==> src/pkg/i2cst_pkg.sv <==
// Shared constants and types of the two-wire slave-transmitter block.
package i2cst_pkg;

  // Status codes posted in the upper five bits of the status register.
  localparam logic [7:0] ST_OWN_READ   = 8'ha8;
  localparam logic [7:0] ST_ARB_READ   = 8'hb0;
  localparam logic [7:0] ST_DATA_ACK   = 8'hb8;
  localparam logic [7:0] ST_DATA_NACK  = 8'hc0;
  localparam logic [7:0] ST_LAST_ACK   = 8'hc8;
  localparam logic [7:0] ST_NO_INFO    = 8'hf8;
  localparam logic [7:0] ST_BUS_ERR    = 8'h00;
  localparam logic [7:0] ST_START_SENT = 8'h08;

  // Register offsets on the plain register port.
  localparam int         ADDR_W   = 2;
  localparam logic [1:0] OFS_CTRL = 2'h0;
  localparam logic [1:0] OFS_STAT = 2'h1;
  localparam logic [1:0] OFS_DATA = 2'h2;
  localparam logic [1:0] OFS_OWN  = 2'h3;

  // Control register bit positions.
  localparam int CTL_FLAG = 7;
  localparam int CTL_ACK  = 6;
  localparam int CTL_STA  = 5;
  localparam int CTL_STO  = 4;
  localparam int CTL_EN   = 2;

  // Status register layout: code in bits 7..3, prescaler in bits 1..0.
  localparam int PRESC_W = 2;

  // Reset values.
  localparam logic [7:0] DATA_RST = 8'hff;
  localparam logic [7:0] OWN_RST  = 8'h00;

  localparam logic [3:0] BYTE_BITS = 4'h8;
  localparam logic [6:0] GC_ADDR   = 7'h00;
  localparam logic       RW_READ   = 1'b1;

  // Bus timing for a START issued by this block.
  localparam int CLK_MHZ       = 200;
  localparam int BUS_FREE_NS   = 4700;
  localparam int START_HOLD_NS = 4000;

  function automatic int cyc_up(input int ns);
    int c;
    c = (ns * CLK_MHZ + 999) / 1000;
    return (c < 1) ? 1 : c;
  endfunction

  localparam int BUS_FREE_CYC   = cyc_up(BUS_FREE_NS);
  localparam int START_HOLD_CYC = cyc_up(START_HOLD_NS);

  typedef enum logic [8:0] {
    E_IDLE = 9'h001,
    E_ADDR = 9'h002,
    E_AACK = 9'h004,
    E_TX   = 9'h008,
    E_TACK = 9'h010,
    E_WAIT = 9'h020,
    E_IGN  = 9'h040,
    E_BERR = 9'h080,
    E_MST  = 9'h100
  } i2cst_eng_t;

  typedef enum logic [4:0] {
    G_IDLE = 5'h01,
    G_WAIT = 5'h02,
    G_HOLD = 5'h04,
    G_OWN  = 5'h08,
    G_STOP = 5'h10
  } i2cst_gen_t;

endpackage

==> src/pkg/i2cst_link_if.sv <==
// Line events and START generator handshake between the block's modules.
`timescale 1ns/1ps
interface i2cst_link_if;
  logic scl_rise;
  logic scl_fall;
  logic start_p;
  logic stop_p;
  logic sda_lvl;
  logic busy;
  logic gen_req;
  logic gen_rel;
  logic gen_done;
  logic gen_sda_pull;
  logic gen_scl_pull;

  modport mon (output scl_rise, output scl_fall, output start_p, output stop_p,
               output sda_lvl, output busy);
  modport gen (input busy, input gen_req, input gen_rel, output gen_done,
               output gen_sda_pull, output gen_scl_pull);
  modport eng (input scl_rise, input scl_fall, input start_p, input stop_p,
               input sda_lvl, input busy, output gen_req, output gen_rel,
               input gen_done, input gen_sda_pull, input gen_scl_pull);
endinterface

==> src/hw/i2cst_top.sv <==
// Two-wire slave transmitter with status reporting and a plain register port.
//
// The implementer's own choices: strobed register access and the register offsets.
`timescale 1ns/1ps
module i2cst_top (
  input  wire logic        core_clk,
  input  wire logic        rst,
  input  wire logic [1:0]  reg_addr,
  input  wire logic [7:0]  reg_wdata,
  input  wire logic        reg_wr,
  input  wire logic        reg_rd,
  output logic      [7:0]  reg_rdata,
  input  wire logic        scl_in,
  output logic             scl_out,
  output logic             scl_oe,
  input  wire logic        sda_in,
  output logic             sda_out,
  output logic             sda_oe,
  input  wire logic        arb_lost_addr,
  output logic             slave_rx_sel
);
  typedef struct packed {
    i2cst_pkg::i2cst_eng_t          st;
    logic                           flag;
    logic                           ack_en;
    logic                           start_request_bit;
    logic                           stop_request_bit;
    logic                           en;
    logic [i2cst_pkg::PRESC_W-1:0]  presc;
    logic [7:0]                     code;
    logic [7:0]                     data;
    logic [7:0]                     own;
    logic [7:0]                     shift;
    logic [3:0]                     cnt;
    logic                           last;
    logic                           mack;
    logic                           arb;
    logic                           rx_sel;
    logic                           sda_drv;
    logic                           scl_drv;
    logic                           sda_oe;
    logic                           scl_oe;
    logic                           sda_o;
    logic                           scl_o;
    logic [7:0]                     rdata;
    logic                           gen_req;
    logic                           gen_rel;
  } i2cst_top_t;

  i2cst_top_t q, d;
  i2cst_link_if lk ();

  i2cst_line_mon u_mon (
    .core_clk (core_clk),
    .rst      (rst),
    .scl_in   (scl_in),
    .sda_in   (sda_in),
    .lk       (lk)
  );

  i2cst_start_gen u_gen (
    .core_clk (core_clk),
    .rst      (rst),
    .lk       (lk)
  );

  // Status byte as software sees it.
  function automatic logic [7:0] stat_byte(input logic flag, input logic [7:0] code,
                                           input logic [1:0] presc);
    logic [7:0] c;
    c = flag ? code : i2cst_pkg::ST_NO_INFO;
    return {c[7:3], 1'b0, presc};
  endfunction

  logic       wr_ctrl;
  logic       rel;
  logic       set_flag;
  logic [7:0] set_code;
  logic       mid_frame;
  logic       own_hit;
  logic       gc_hit;

  always_comb begin
    d          = q;
    d.gen_req  = 1'b0;
    d.gen_rel  = 1'b0;
    d.rdata    = '0;
    set_flag   = 1'b0;
    set_code   = q.code;
    wr_ctrl    = reg_wr && (reg_addr == i2cst_pkg::OFS_CTRL);
    // writing the flag as one lets the hardware proceed
    rel        = wr_ctrl && reg_wdata[i2cst_pkg::CTL_FLAG] && q.flag;
    own_hit    = 1'b0;
    gc_hit     = 1'b0;

    if (reg_rd) begin
      unique case (reg_addr)
        i2cst_pkg::OFS_CTRL: d.rdata = {q.flag, q.ack_en, q.start_request_bit, q.stop_request_bit, 1'b0, q.en, 2'b00};
        i2cst_pkg::OFS_STAT: d.rdata = stat_byte(q.flag, q.code, q.presc);
        i2cst_pkg::OFS_DATA: d.rdata = q.data;
        i2cst_pkg::OFS_OWN:  d.rdata = q.own;
      endcase
    end
    if (wr_ctrl) begin
      d.ack_en = reg_wdata[i2cst_pkg::CTL_ACK];
      d.start_request_bit    = reg_wdata[i2cst_pkg::CTL_STA];
      d.stop_request_bit    = reg_wdata[i2cst_pkg::CTL_STO];
      d.en     = reg_wdata[i2cst_pkg::CTL_EN];
    end
    if (reg_wr && reg_addr == i2cst_pkg::OFS_STAT) begin
      d.presc = reg_wdata[i2cst_pkg::PRESC_W-1:0];
    end
    if (reg_wr && reg_addr == i2cst_pkg::OFS_DATA) begin
      d.data = reg_wdata;
    end
    if (reg_wr && reg_addr == i2cst_pkg::OFS_OWN) begin
      d.own = reg_wdata;
    end
    if (arb_lost_addr) begin
      d.arb = 1'b1;
    end

    // START or STOP inside an address, data or acknowledge bit
    mid_frame = ((q.st == i2cst_pkg::E_ADDR) && (q.cnt != 4'h0)) ||
                (q.st == i2cst_pkg::E_AACK) || (q.st == i2cst_pkg::E_TX) ||
                (q.st == i2cst_pkg::E_TACK);

    if (!q.en) begin
      d.st      = i2cst_pkg::E_IDLE;
      d.sda_drv = 1'b0;
      d.scl_drv = 1'b0;
    end else if (lk.gen_done) begin
      // START sent once the bus was free
      set_flag  = 1'b1;
      set_code  = i2cst_pkg::ST_START_SENT;
      d.sda_drv = 1'b0;
      d.scl_drv = 1'b0;
      d.st      = i2cst_pkg::E_MST;
    end else if (mid_frame && (lk.start_p || lk.stop_p)) begin
      // bus error flags and posts its code
      set_flag  = 1'b1;
      set_code  = i2cst_pkg::ST_BUS_ERR;
      d.sda_drv = 1'b0;
      d.scl_drv = 1'b0;
      d.st      = i2cst_pkg::E_BERR;
    end else begin
      unique case (q.st)
        i2cst_pkg::E_IDLE, i2cst_pkg::E_IGN: begin
          // not addressed, data line stays released
          d.sda_drv = 1'b0;
          if (lk.start_p) begin
            d.st     = i2cst_pkg::E_ADDR;
            d.cnt    = '0;
            d.rx_sel = 1'b0;
          end else if (lk.stop_p) begin
            d.st     = i2cst_pkg::E_IDLE;
            d.rx_sel = 1'b0;
          end
        end
        i2cst_pkg::E_ADDR: begin
          // a START before the first address bit restarts the address byte; a later one is a bus error
          if (lk.start_p) begin
            d.cnt = '0;
          end else if (lk.stop_p) begin
            d.st = i2cst_pkg::E_IDLE;
          end else if (lk.scl_rise && q.cnt != i2cst_pkg::BYTE_BITS) begin
            d.shift = {q.shift[6:0], lk.sda_lvl};
            d.cnt   = q.cnt + 4'h1;
          end else if (lk.scl_fall && q.cnt == i2cst_pkg::BYTE_BITS) begin
            // no recognition while ack-enable is low
            own_hit = q.ack_en && (q.shift[7:1] == q.own[7:1]);
            gc_hit  = q.ack_en && q.own[0] && (q.shift[7:1] == i2cst_pkg::GC_ADDR) &&
                      (q.shift[0] != i2cst_pkg::RW_READ);
            // read selects transmit, write hands over to the receiver
            if (own_hit && q.shift[0] == i2cst_pkg::RW_READ) begin
              d.sda_drv = 1'b1;
              d.st      = i2cst_pkg::E_AACK;
            end else begin
              d.rx_sel = own_hit || gc_hit;
              d.st     = i2cst_pkg::E_IGN;
              d.arb    = 1'b0;
            end
          end
        end
        i2cst_pkg::E_AACK: begin
          if (lk.scl_fall) begin
            // arbitration was lost in the address phase
            // hold the clock while software answers
            set_flag  = 1'b1;
            set_code  = q.arb ? i2cst_pkg::ST_ARB_READ : i2cst_pkg::ST_OWN_READ;
            d.arb     = 1'b0;
            d.sda_drv = 1'b0;
            d.scl_drv = 1'b1;
            d.st      = i2cst_pkg::E_WAIT;
          end
        end
        i2cst_pkg::E_TX: begin
          if (lk.scl_fall) begin
            if (q.cnt == i2cst_pkg::BYTE_BITS - 4'h1) begin
              d.sda_drv = 1'b0;
              d.st      = i2cst_pkg::E_TACK;
            end else begin
              d.cnt     = q.cnt + 4'h1;
              d.shift   = {q.shift[6:0], 1'b1};
              d.sda_drv = ~q.shift[6];
            end
          end
        end
        i2cst_pkg::E_TACK: begin
          if (lk.scl_rise) begin
            d.mack = ~lk.sda_lvl;
          end else if (lk.scl_fall) begin
            set_flag  = 1'b1;
            d.scl_drv = 1'b1;
            d.st      = i2cst_pkg::E_WAIT;
            if (!q.mack) begin
              set_code = i2cst_pkg::ST_DATA_NACK;
            end else if (q.last) begin
              set_code = i2cst_pkg::ST_LAST_ACK;
            end else begin
              set_code = i2cst_pkg::ST_DATA_ACK;
            end
          end
        end
        i2cst_pkg::E_WAIT: begin
          if (rel) begin
            d.scl_drv = 1'b0;
            if (q.code == i2cst_pkg::ST_DATA_NACK || q.code == i2cst_pkg::ST_LAST_ACK) begin
              // start bit asks for a START when the bus frees
              d.st      = i2cst_pkg::E_IGN;
              d.gen_req = reg_wdata[i2cst_pkg::CTL_STA];
            end else begin
              // ack-enable low marks this byte as the last one
              d.last    = ~reg_wdata[i2cst_pkg::CTL_ACK];
              d.shift   = q.data;
              d.sda_drv = ~q.data[7];
              d.cnt     = '0;
              d.st      = i2cst_pkg::E_TX;
            end
          end
        end
        i2cst_pkg::E_BERR: begin
          if (rel && reg_wdata[i2cst_pkg::CTL_STO]) begin
            // only the stop bit is cleared
            // lines already released, no STOP is driven
            d.stop_request_bit = 1'b0;
            d.st  = i2cst_pkg::E_IDLE;
          end
        end
        i2cst_pkg::E_MST: begin
          if (rel) begin
            d.gen_rel = 1'b1;
            d.stop_request_bit     = 1'b0;
            d.start_request_bit     = 1'b0;
            d.st      = i2cst_pkg::E_IDLE;
          end
        end
      endcase
    end

    // A set in the same cycle as a clear wins, so no event is lost.
    if (set_flag) begin
      d.flag = 1'b1;
      d.code = set_code;
    end else if (wr_ctrl && reg_wdata[i2cst_pkg::CTL_FLAG]) begin
      d.flag = 1'b0;
    end

    d.sda_oe = q.sda_drv | lk.gen_sda_pull;
    d.scl_oe = q.scl_drv | lk.gen_scl_pull;
  end

  assign lk.gen_req = q.gen_req;
  assign lk.gen_rel = q.gen_rel;

  always_ff @(posedge core_clk or posedge rst) begin
    if (rst) begin
      q <= '{st: i2cst_pkg::E_IDLE, code: i2cst_pkg::ST_NO_INFO,
             data: i2cst_pkg::DATA_RST, own: i2cst_pkg::OWN_RST,
             shift: 8'hff, cnt: 4'h0, presc: '0, rdata: 8'h00, default: 1'b0};
    end else begin
      q <= d;
    end
  end

  // status compare needs the prescaler masked; the low bits carry it as written.
  assign reg_rdata    = q.rdata;
  assign scl_out      = q.scl_o;
  assign scl_oe       = q.scl_oe;
  assign sda_out      = q.sda_o;
  assign sda_oe       = q.sda_oe;
  assign slave_rx_sel = q.rx_sel;
endmodule

==> src/hw/i2cst_line_mon.sv <==
// Synchronises the bus lines and finds clock edges, START and STOP.
`timescale 1ns/1ps
module i2cst_line_mon (
  input  wire logic   core_clk,
  input  wire logic   rst,
  input  wire logic   scl_in,
  input  wire logic   sda_in,
  i2cst_link_if.mon   lk
);
  typedef struct packed {
    logic [2:0] scl_s;
    logic [2:0] sda_s;
    logic       scl_l;
    logic       sda_l;
    logic       rise;
    logic       fall;
    logic       start_request_bit;
    logic       stop_request_bit;
    logic       busy;
  } i2cst_mon_t;

  i2cst_mon_t q, d;

  always_comb begin
    d       = q;
    d.scl_s = {q.scl_s[1:0], scl_in};
    d.sda_s = {q.sda_s[1:0], sda_in};
    // A level counts only once the second and third stages agree.
    if (q.scl_s[1] == q.scl_s[2]) begin
      d.scl_l = q.scl_s[2];
    end
    if (q.sda_s[1] == q.sda_s[2]) begin
      d.sda_l = q.sda_s[2];
    end
    d.rise = d.scl_l & ~q.scl_l;
    d.fall = ~d.scl_l & q.scl_l;
    d.start_request_bit  = q.scl_l & d.scl_l & q.sda_l & ~d.sda_l;
    d.stop_request_bit  = q.scl_l & d.scl_l & ~q.sda_l & d.sda_l;
    if (d.start_request_bit) begin
      d.busy = 1'b1;
    end else if (d.stop_request_bit) begin
      d.busy = 1'b0;
    end
  end

  always_ff @(posedge core_clk or posedge rst) begin
    if (rst) begin
      q <= '{scl_s: 3'h7, sda_s: 3'h7, scl_l: 1'b1, sda_l: 1'b1, default: 1'b0};
    end else begin
      q <= d;
    end
  end

  assign lk.scl_rise = q.rise;
  assign lk.scl_fall = q.fall;
  assign lk.start_p  = q.start_request_bit;
  assign lk.stop_p   = q.stop_request_bit;
  assign lk.sda_lvl  = q.sda_l;
  assign lk.busy     = q.busy;
endmodule

==> src/hw/i2cst_start_gen.sv <==
// Issues a START once the bus is free, holds it, and later closes with a STOP.
`timescale 1ns/1ps
module i2cst_start_gen #(
  parameter int CNT_W    = 10,
  parameter int FREE_CYC = i2cst_pkg::BUS_FREE_CYC,
  parameter int HOLD_CYC = i2cst_pkg::START_HOLD_CYC
) (
  input  wire logic   core_clk,
  input  wire logic   rst,
  i2cst_link_if.gen   lk
);
  if (FREE_CYC >= (1 << CNT_W) || HOLD_CYC >= (1 << CNT_W) || FREE_CYC < 1 || HOLD_CYC < 1) begin
    $error("Start generator counts do not fit the counter width.");
  end

  localparam logic [CNT_W-1:0] FREE_LAST = CNT_W'(FREE_CYC - 1);
  localparam logic [CNT_W-1:0] HOLD_LAST = CNT_W'(HOLD_CYC - 1);

  typedef struct packed {
    i2cst_pkg::i2cst_gen_t st;
    logic [CNT_W-1:0]      cnt;
    logic                  sda_pull;
    logic                  scl_pull;
    logic                  done;
  } i2cst_sg_t;

  i2cst_sg_t q, d;

  always_comb begin
    d      = q;
    d.done = 1'b0;
    unique case (q.st)
      i2cst_pkg::G_IDLE: begin
        d.cnt = '0;
        if (lk.gen_req) begin
          d.st = i2cst_pkg::G_WAIT;
        end
      end
      i2cst_pkg::G_WAIT: begin
        // Any bus activity restarts the free-time count.
        if (lk.busy) begin
          d.cnt = '0;
        end else if (q.cnt == FREE_LAST) begin
          d.cnt      = '0;
          d.sda_pull = 1'b1;
          d.st       = i2cst_pkg::G_HOLD;
        end else begin
          d.cnt = q.cnt + 1'b1;
        end
      end
      i2cst_pkg::G_HOLD: begin
        if (q.cnt == HOLD_LAST) begin
          d.cnt      = '0;
          d.scl_pull = 1'b1;
          d.done     = 1'b1;
          d.st       = i2cst_pkg::G_OWN;
        end else begin
          d.cnt = q.cnt + 1'b1;
        end
      end
      i2cst_pkg::G_OWN: begin
        if (lk.gen_rel) begin
          d.scl_pull = 1'b0;
          d.st       = i2cst_pkg::G_STOP;
        end
      end
      i2cst_pkg::G_STOP: begin
        if (q.cnt == HOLD_LAST) begin
          d.sda_pull = 1'b0;
          d.st       = i2cst_pkg::G_IDLE;
        end else begin
          d.cnt = q.cnt + 1'b1;
        end
      end
    endcase
  end

  always_ff @(posedge core_clk or posedge rst) begin
    if (rst) begin
      q <= '{st: i2cst_pkg::G_IDLE, cnt: '0, default: 1'b0};
    end else begin
      q <= d;
    end
  end

  assign lk.gen_done     = q.done;
  assign lk.gen_sda_pull = q.sda_pull;
  assign lk.gen_scl_pull = q.scl_pull;
endmodule

==> config.mk <==
export PLATFORM = sky130hd
export DESIGN_NAME = i2cst_top
export DESIGN_NICKNAME = d
export VERILOG_FILES = /design/src/pkg/i2cst_pkg.sv /design/src/pkg/i2cst_link_if.sv /design/src/hw/i2cst_top.sv /design/src/hw/i2cst_line_mon.sv /design/src/hw/i2cst_start_gen.sv
export SDC_FILE = /design/constraint.sdc
export NUM_CORES = 1
export LEC_CHECK = 0
export BUFFER_PORTS_ARGS = -buffer_cell sky130_fd_sc_hd__buf_2
export CAP_MARGIN = 20
export CORE_MARGIN = 2
export CORE_UTILIZATION = 60
export CTS_BUF_LIST = sky130_fd_sc_hd__clkbuf_4
export CTS_CLUSTER_SIZE = 12
export DETAILED_ROUTE_END_ITERATION = 12
export GPL_TIMING_DRIVEN = 0
export PLACE_DENSITY = 0.85
export SLEW_MARGIN = 20
export SYNTH_ARGS = -nofsm -noshare
export SYNTH_HDL_FRONTEND = slang
export SYNTH_SLANG_ARGS = --single-unit
==> constraint.sdc <==
create_clock -name core_clk -period 4.7 [get_ports core_clk]
set_input_delay 0.47 -clock core_clk [delete_from_list [all_inputs] [get_ports core_clk]]
set_output_delay 0.47 -clock core_clk [all_outputs]
set_load 0.01 [all_outputs]
==> results.py <==
metrics = {
    "status": {
        "status": "complete, no violations",
    },
    "place": {
        "post-place-ws_ps": 1910,
        "dpl-instance-area_um2": 5530,
        "dp_hpwl_mm": 8.86,
        "portBuffers": 25,
        "place_congestion": 0.953,
        "dp.cells": 648,
    },
    "power": {
        "power_density_nw_per_um2": 324,
        "leakagePower_nw": 2.50,
        "irDropWorstVdd_v": 0.000173,
    },
    "synthesis": {
        "synthAdderAreaFrac_pct": 0.909,
        "ys_seq_area_share_pct": 47.6,
        "syn_area_um2": 5230,
        "synth-async-reset-ratio_pct": 100,
        "ys.warnings.count": 0,
        "muxShareOfSynthArea_pct": 10.0,
        "synth_edf_count": 0,
        "synth_xor_area_share_pct": 2.01,
        "ys.flop_type": "dfrtp_1",
        "synth_area_per_cell_um2": 10.2,
        "synth-compound-area-share_pct": 15.1,
        "syn_inst": 513,
        "synth-seq-cells": 98,
        "synthSimpleGateAreaFrac_pct": 19.9,
        "ys_types": 73,
        "synth_top_family_by_area": "simple AND/OR/NAND/NOR gates",
    },
    "route": {
        "vias": 4240,
        "wl_per_cell_um": 18.4,
        "drt-total-wl_mm": 12.3,
        "ant_nets": 0,
        "dr.pass1.iters": 5,
        "drc": 0,
        "viasPerCell": 6.38,
        "drt_iter0_drc": 315,
    },
    "critical_path": {
        "crit_start": "q[20]$_DFFE_PP0P_",
        "crit_required_ps": 5100,
        "worstPathMaxFanout": 8,
        "crit_buf_inv": 2,
        "r2r-start": "q[20]$_DFFE_PP0P_",
        "cp_top_family": "simple AND/OR/NAND/NOR gates",
        "start_kind": "flip-flop",
        "cp.arrival_ps": 3250,
        "worstSetupPathType": "flip-flop to flip-flop",
        "endpoint_kind": "flip-flop",
        "cpPeakStageDelay_ps": 620,
        "slowest_stage": "or4_1",
        "crit_chain": "inv_1, ha_1, or3b_1, nand4_1, a31o_2, nand3_1, or4_1, buf_6, mux2_4",
    },
    "flow_run": {
        "cap_violations": 0,
    },
    "floorplan": {
        "die_w_um": 97.4,
        "coreArea_um2": 8590,
        "rows": 34,
        "io_pins": 30,
        "die_h_um": 97.4,
        "start_util_pct": 60.9,
        "dieArea_um2": 9480,
    },
    "clock_tree": {
        "ctsHtreeMaxLevel": 3,
        "clock_path_buffers": 2,
        "clk_pin_slew_ps": 170,
        "clock_sinks": 98,
        "cts_tree": "done",
        "cts_resized": 0,
        "worstSkewPairLatency_ps": 460,
        "cts_buffers": 9,
        "clockRootBuffer": "clkbuf_4",
    },
    "final_layout": {
        "layout_common_cells": "dfrtp_1, nand2_1, o21ai_0, nor2_1",
        "fill_cells": 703,
        "syn2layout_area_growth_pct": 8.75,
        "final_area_um2": 5690,
        "diodes": 0,
        "nNetsFinal": 572,
        "final_common_cell": "dfrtp_1",
        "final_cell_count_no_fill": 665,
        "final_layout_size_suffix_gt1_share_pct": 24.4,
    },
    "timing": {
        "hold_viol_final": 0,
        "rsz0062_at_grt": "no",
        "finalSetupViolCount": 0,
        "timing.hold.ws_ps": 101,
        "setup-tns-final_ps": 0,
        "post-route-min-period_ps": 2850,
        "layout_setup_ws_ps": 1850,
        "worst_pin_slew_ps": 1060,
        "relSlewSlack_pct": 28.4,
        "max_freq_mhz": 351,
        "skew_ps": 21.8,
        "period_share_pct": 60.7,
        "slew_viol_final": 0,
    },
    "hold_path": {
        "holdCritPathClass": "input pin to flip-flop",
        "hold_start": "sda_in",
    },
    "grt": {
        "grt_pass1_vias": 4134,
        "globalRouteMet2Util_pct": 41.7,
        "top_usage_layer": "met2",
        "met3_usage_pct": 5.32,
        "grt_overflow": 0,
        "grtUsageTotal_pct": 26.8,
        "grt_pass1_wl_mm": 20.5,
        "grt_start_max_net_pins": 78,
        "antenna_found_initial": 0,
        "met1_usage_pct": 38.2,
    },
}
cells by family (layout without fill, tap and decap cells):
group                      after synthesis  after routing
and+or+nand+nor                        186            186
AOI/OAI and AO/OA                      121            121
muxes                                   45             45
xor gates and xnor gates                12             12
DFF                                     98             98
buffers and inverters                   46             89
other                                    1              2
adders and majority gates                4              4
flip-flops by register name, indices dropped and copies added (netlist names), 3 cells and up:
| name | count |
|---|---|
| q | 54 |
| u_gen.q | 15 |
| reg_rdata | 8 |
| u_mon.d | 4 |
| u_mon.q | 3 |
what timing repair did:
item	in CTS	in global routing
setup endpoints to repair	0	0
hold endpoints to repair	14	0
setup buffers	0	0
hold buffers	1	0
layer usage:
layer	routed length, um	share of wire [%]
met2	5730	47
met3	786	6.4
met1	5580	45
met4	170	1.4
met5	0	0
cells in the mapped netlist (all sizes together), types with 3 or more instances:
cell type,number,share of area [%]
dfrtp,67,32
nand2,43,3.1
o21ai,41,3.9
mux2,35,8.1
nor2,33,2.4
dfstp,31,16
nand3,20,1.9
buf,19,2.4
a21oi,17,1.6
inv,17,1.2
and3,14,1.7
a22o,11,1.8
a31oi,10,1.2
clkbuf,10,0.74
mux2i,10,1.9
nand4,10,1.2
nor2b,10,1.2
xnor2,9,1.5
nor3,8,0.86
nand2b,7,0.84
nor4,7,1.1
nand3b,5,0.72
o31ai,5,0.72
o41ai,5,0.84
a22oi,4,0.57
nand4b,4,0.67
nor4b,4,0.96
or2,4,0.48
a21o,3,0.43
ha,3,0.72
nor3b,3,0.43
o21a,3,0.43
o221ai,3,0.50
xor2,3,0.50
metrics by stage:
stage / total power, mW / utilization, %
finish: 1.84 / 66.2
global route: 1.93 / 66.2
CTS: 1.84 / 66.2
detailed placement: 1.37 / 64.3
global placement: 1.35 / 64.0
floorplan: 1.25 / -
power by group:
part,switching [mW],internal (mW)
Sequential,0.0831,0.934
Clock,0.306,0.173
Combinational,0.192,0.153
Total,0.581,1.26
path summary, 6_finish.rpt:
kind	end	slack, ps	cells past startpoint
max in group asynchronous	u_mon.q[12]$_DFF_PP1_	3560	4
worst max register to register	q[27]$_DFFE_PP1P_	1850	9
worst max-delay path	q[27]$_DFFE_PP1P_	1850	9
worst min-delay path	u_mon.d[8]$_DFF_PP1_	100	1
worst min register to register	u_mon.d[9]$_DFF_PP1_	370	0
min in group asynchronous	reg_rdata[7]$_DFF_PP0_	460	3
area by class of cell:
cell class,instances,area (um^2),share of cell area [%]
clock inverters,7,83.8,1.47
well taps,108,135,2.37
flip-flops and latches,98,2490,43.8
clock buffers,9,67.6,1.19
repair buffers,27,163,2.86
plain buffers,29,166,2.92
multi-input cells,370,2510,44.2
inverters,17,68.8,1.21
No activity file was read; power rests on OpenSTA's default activity.
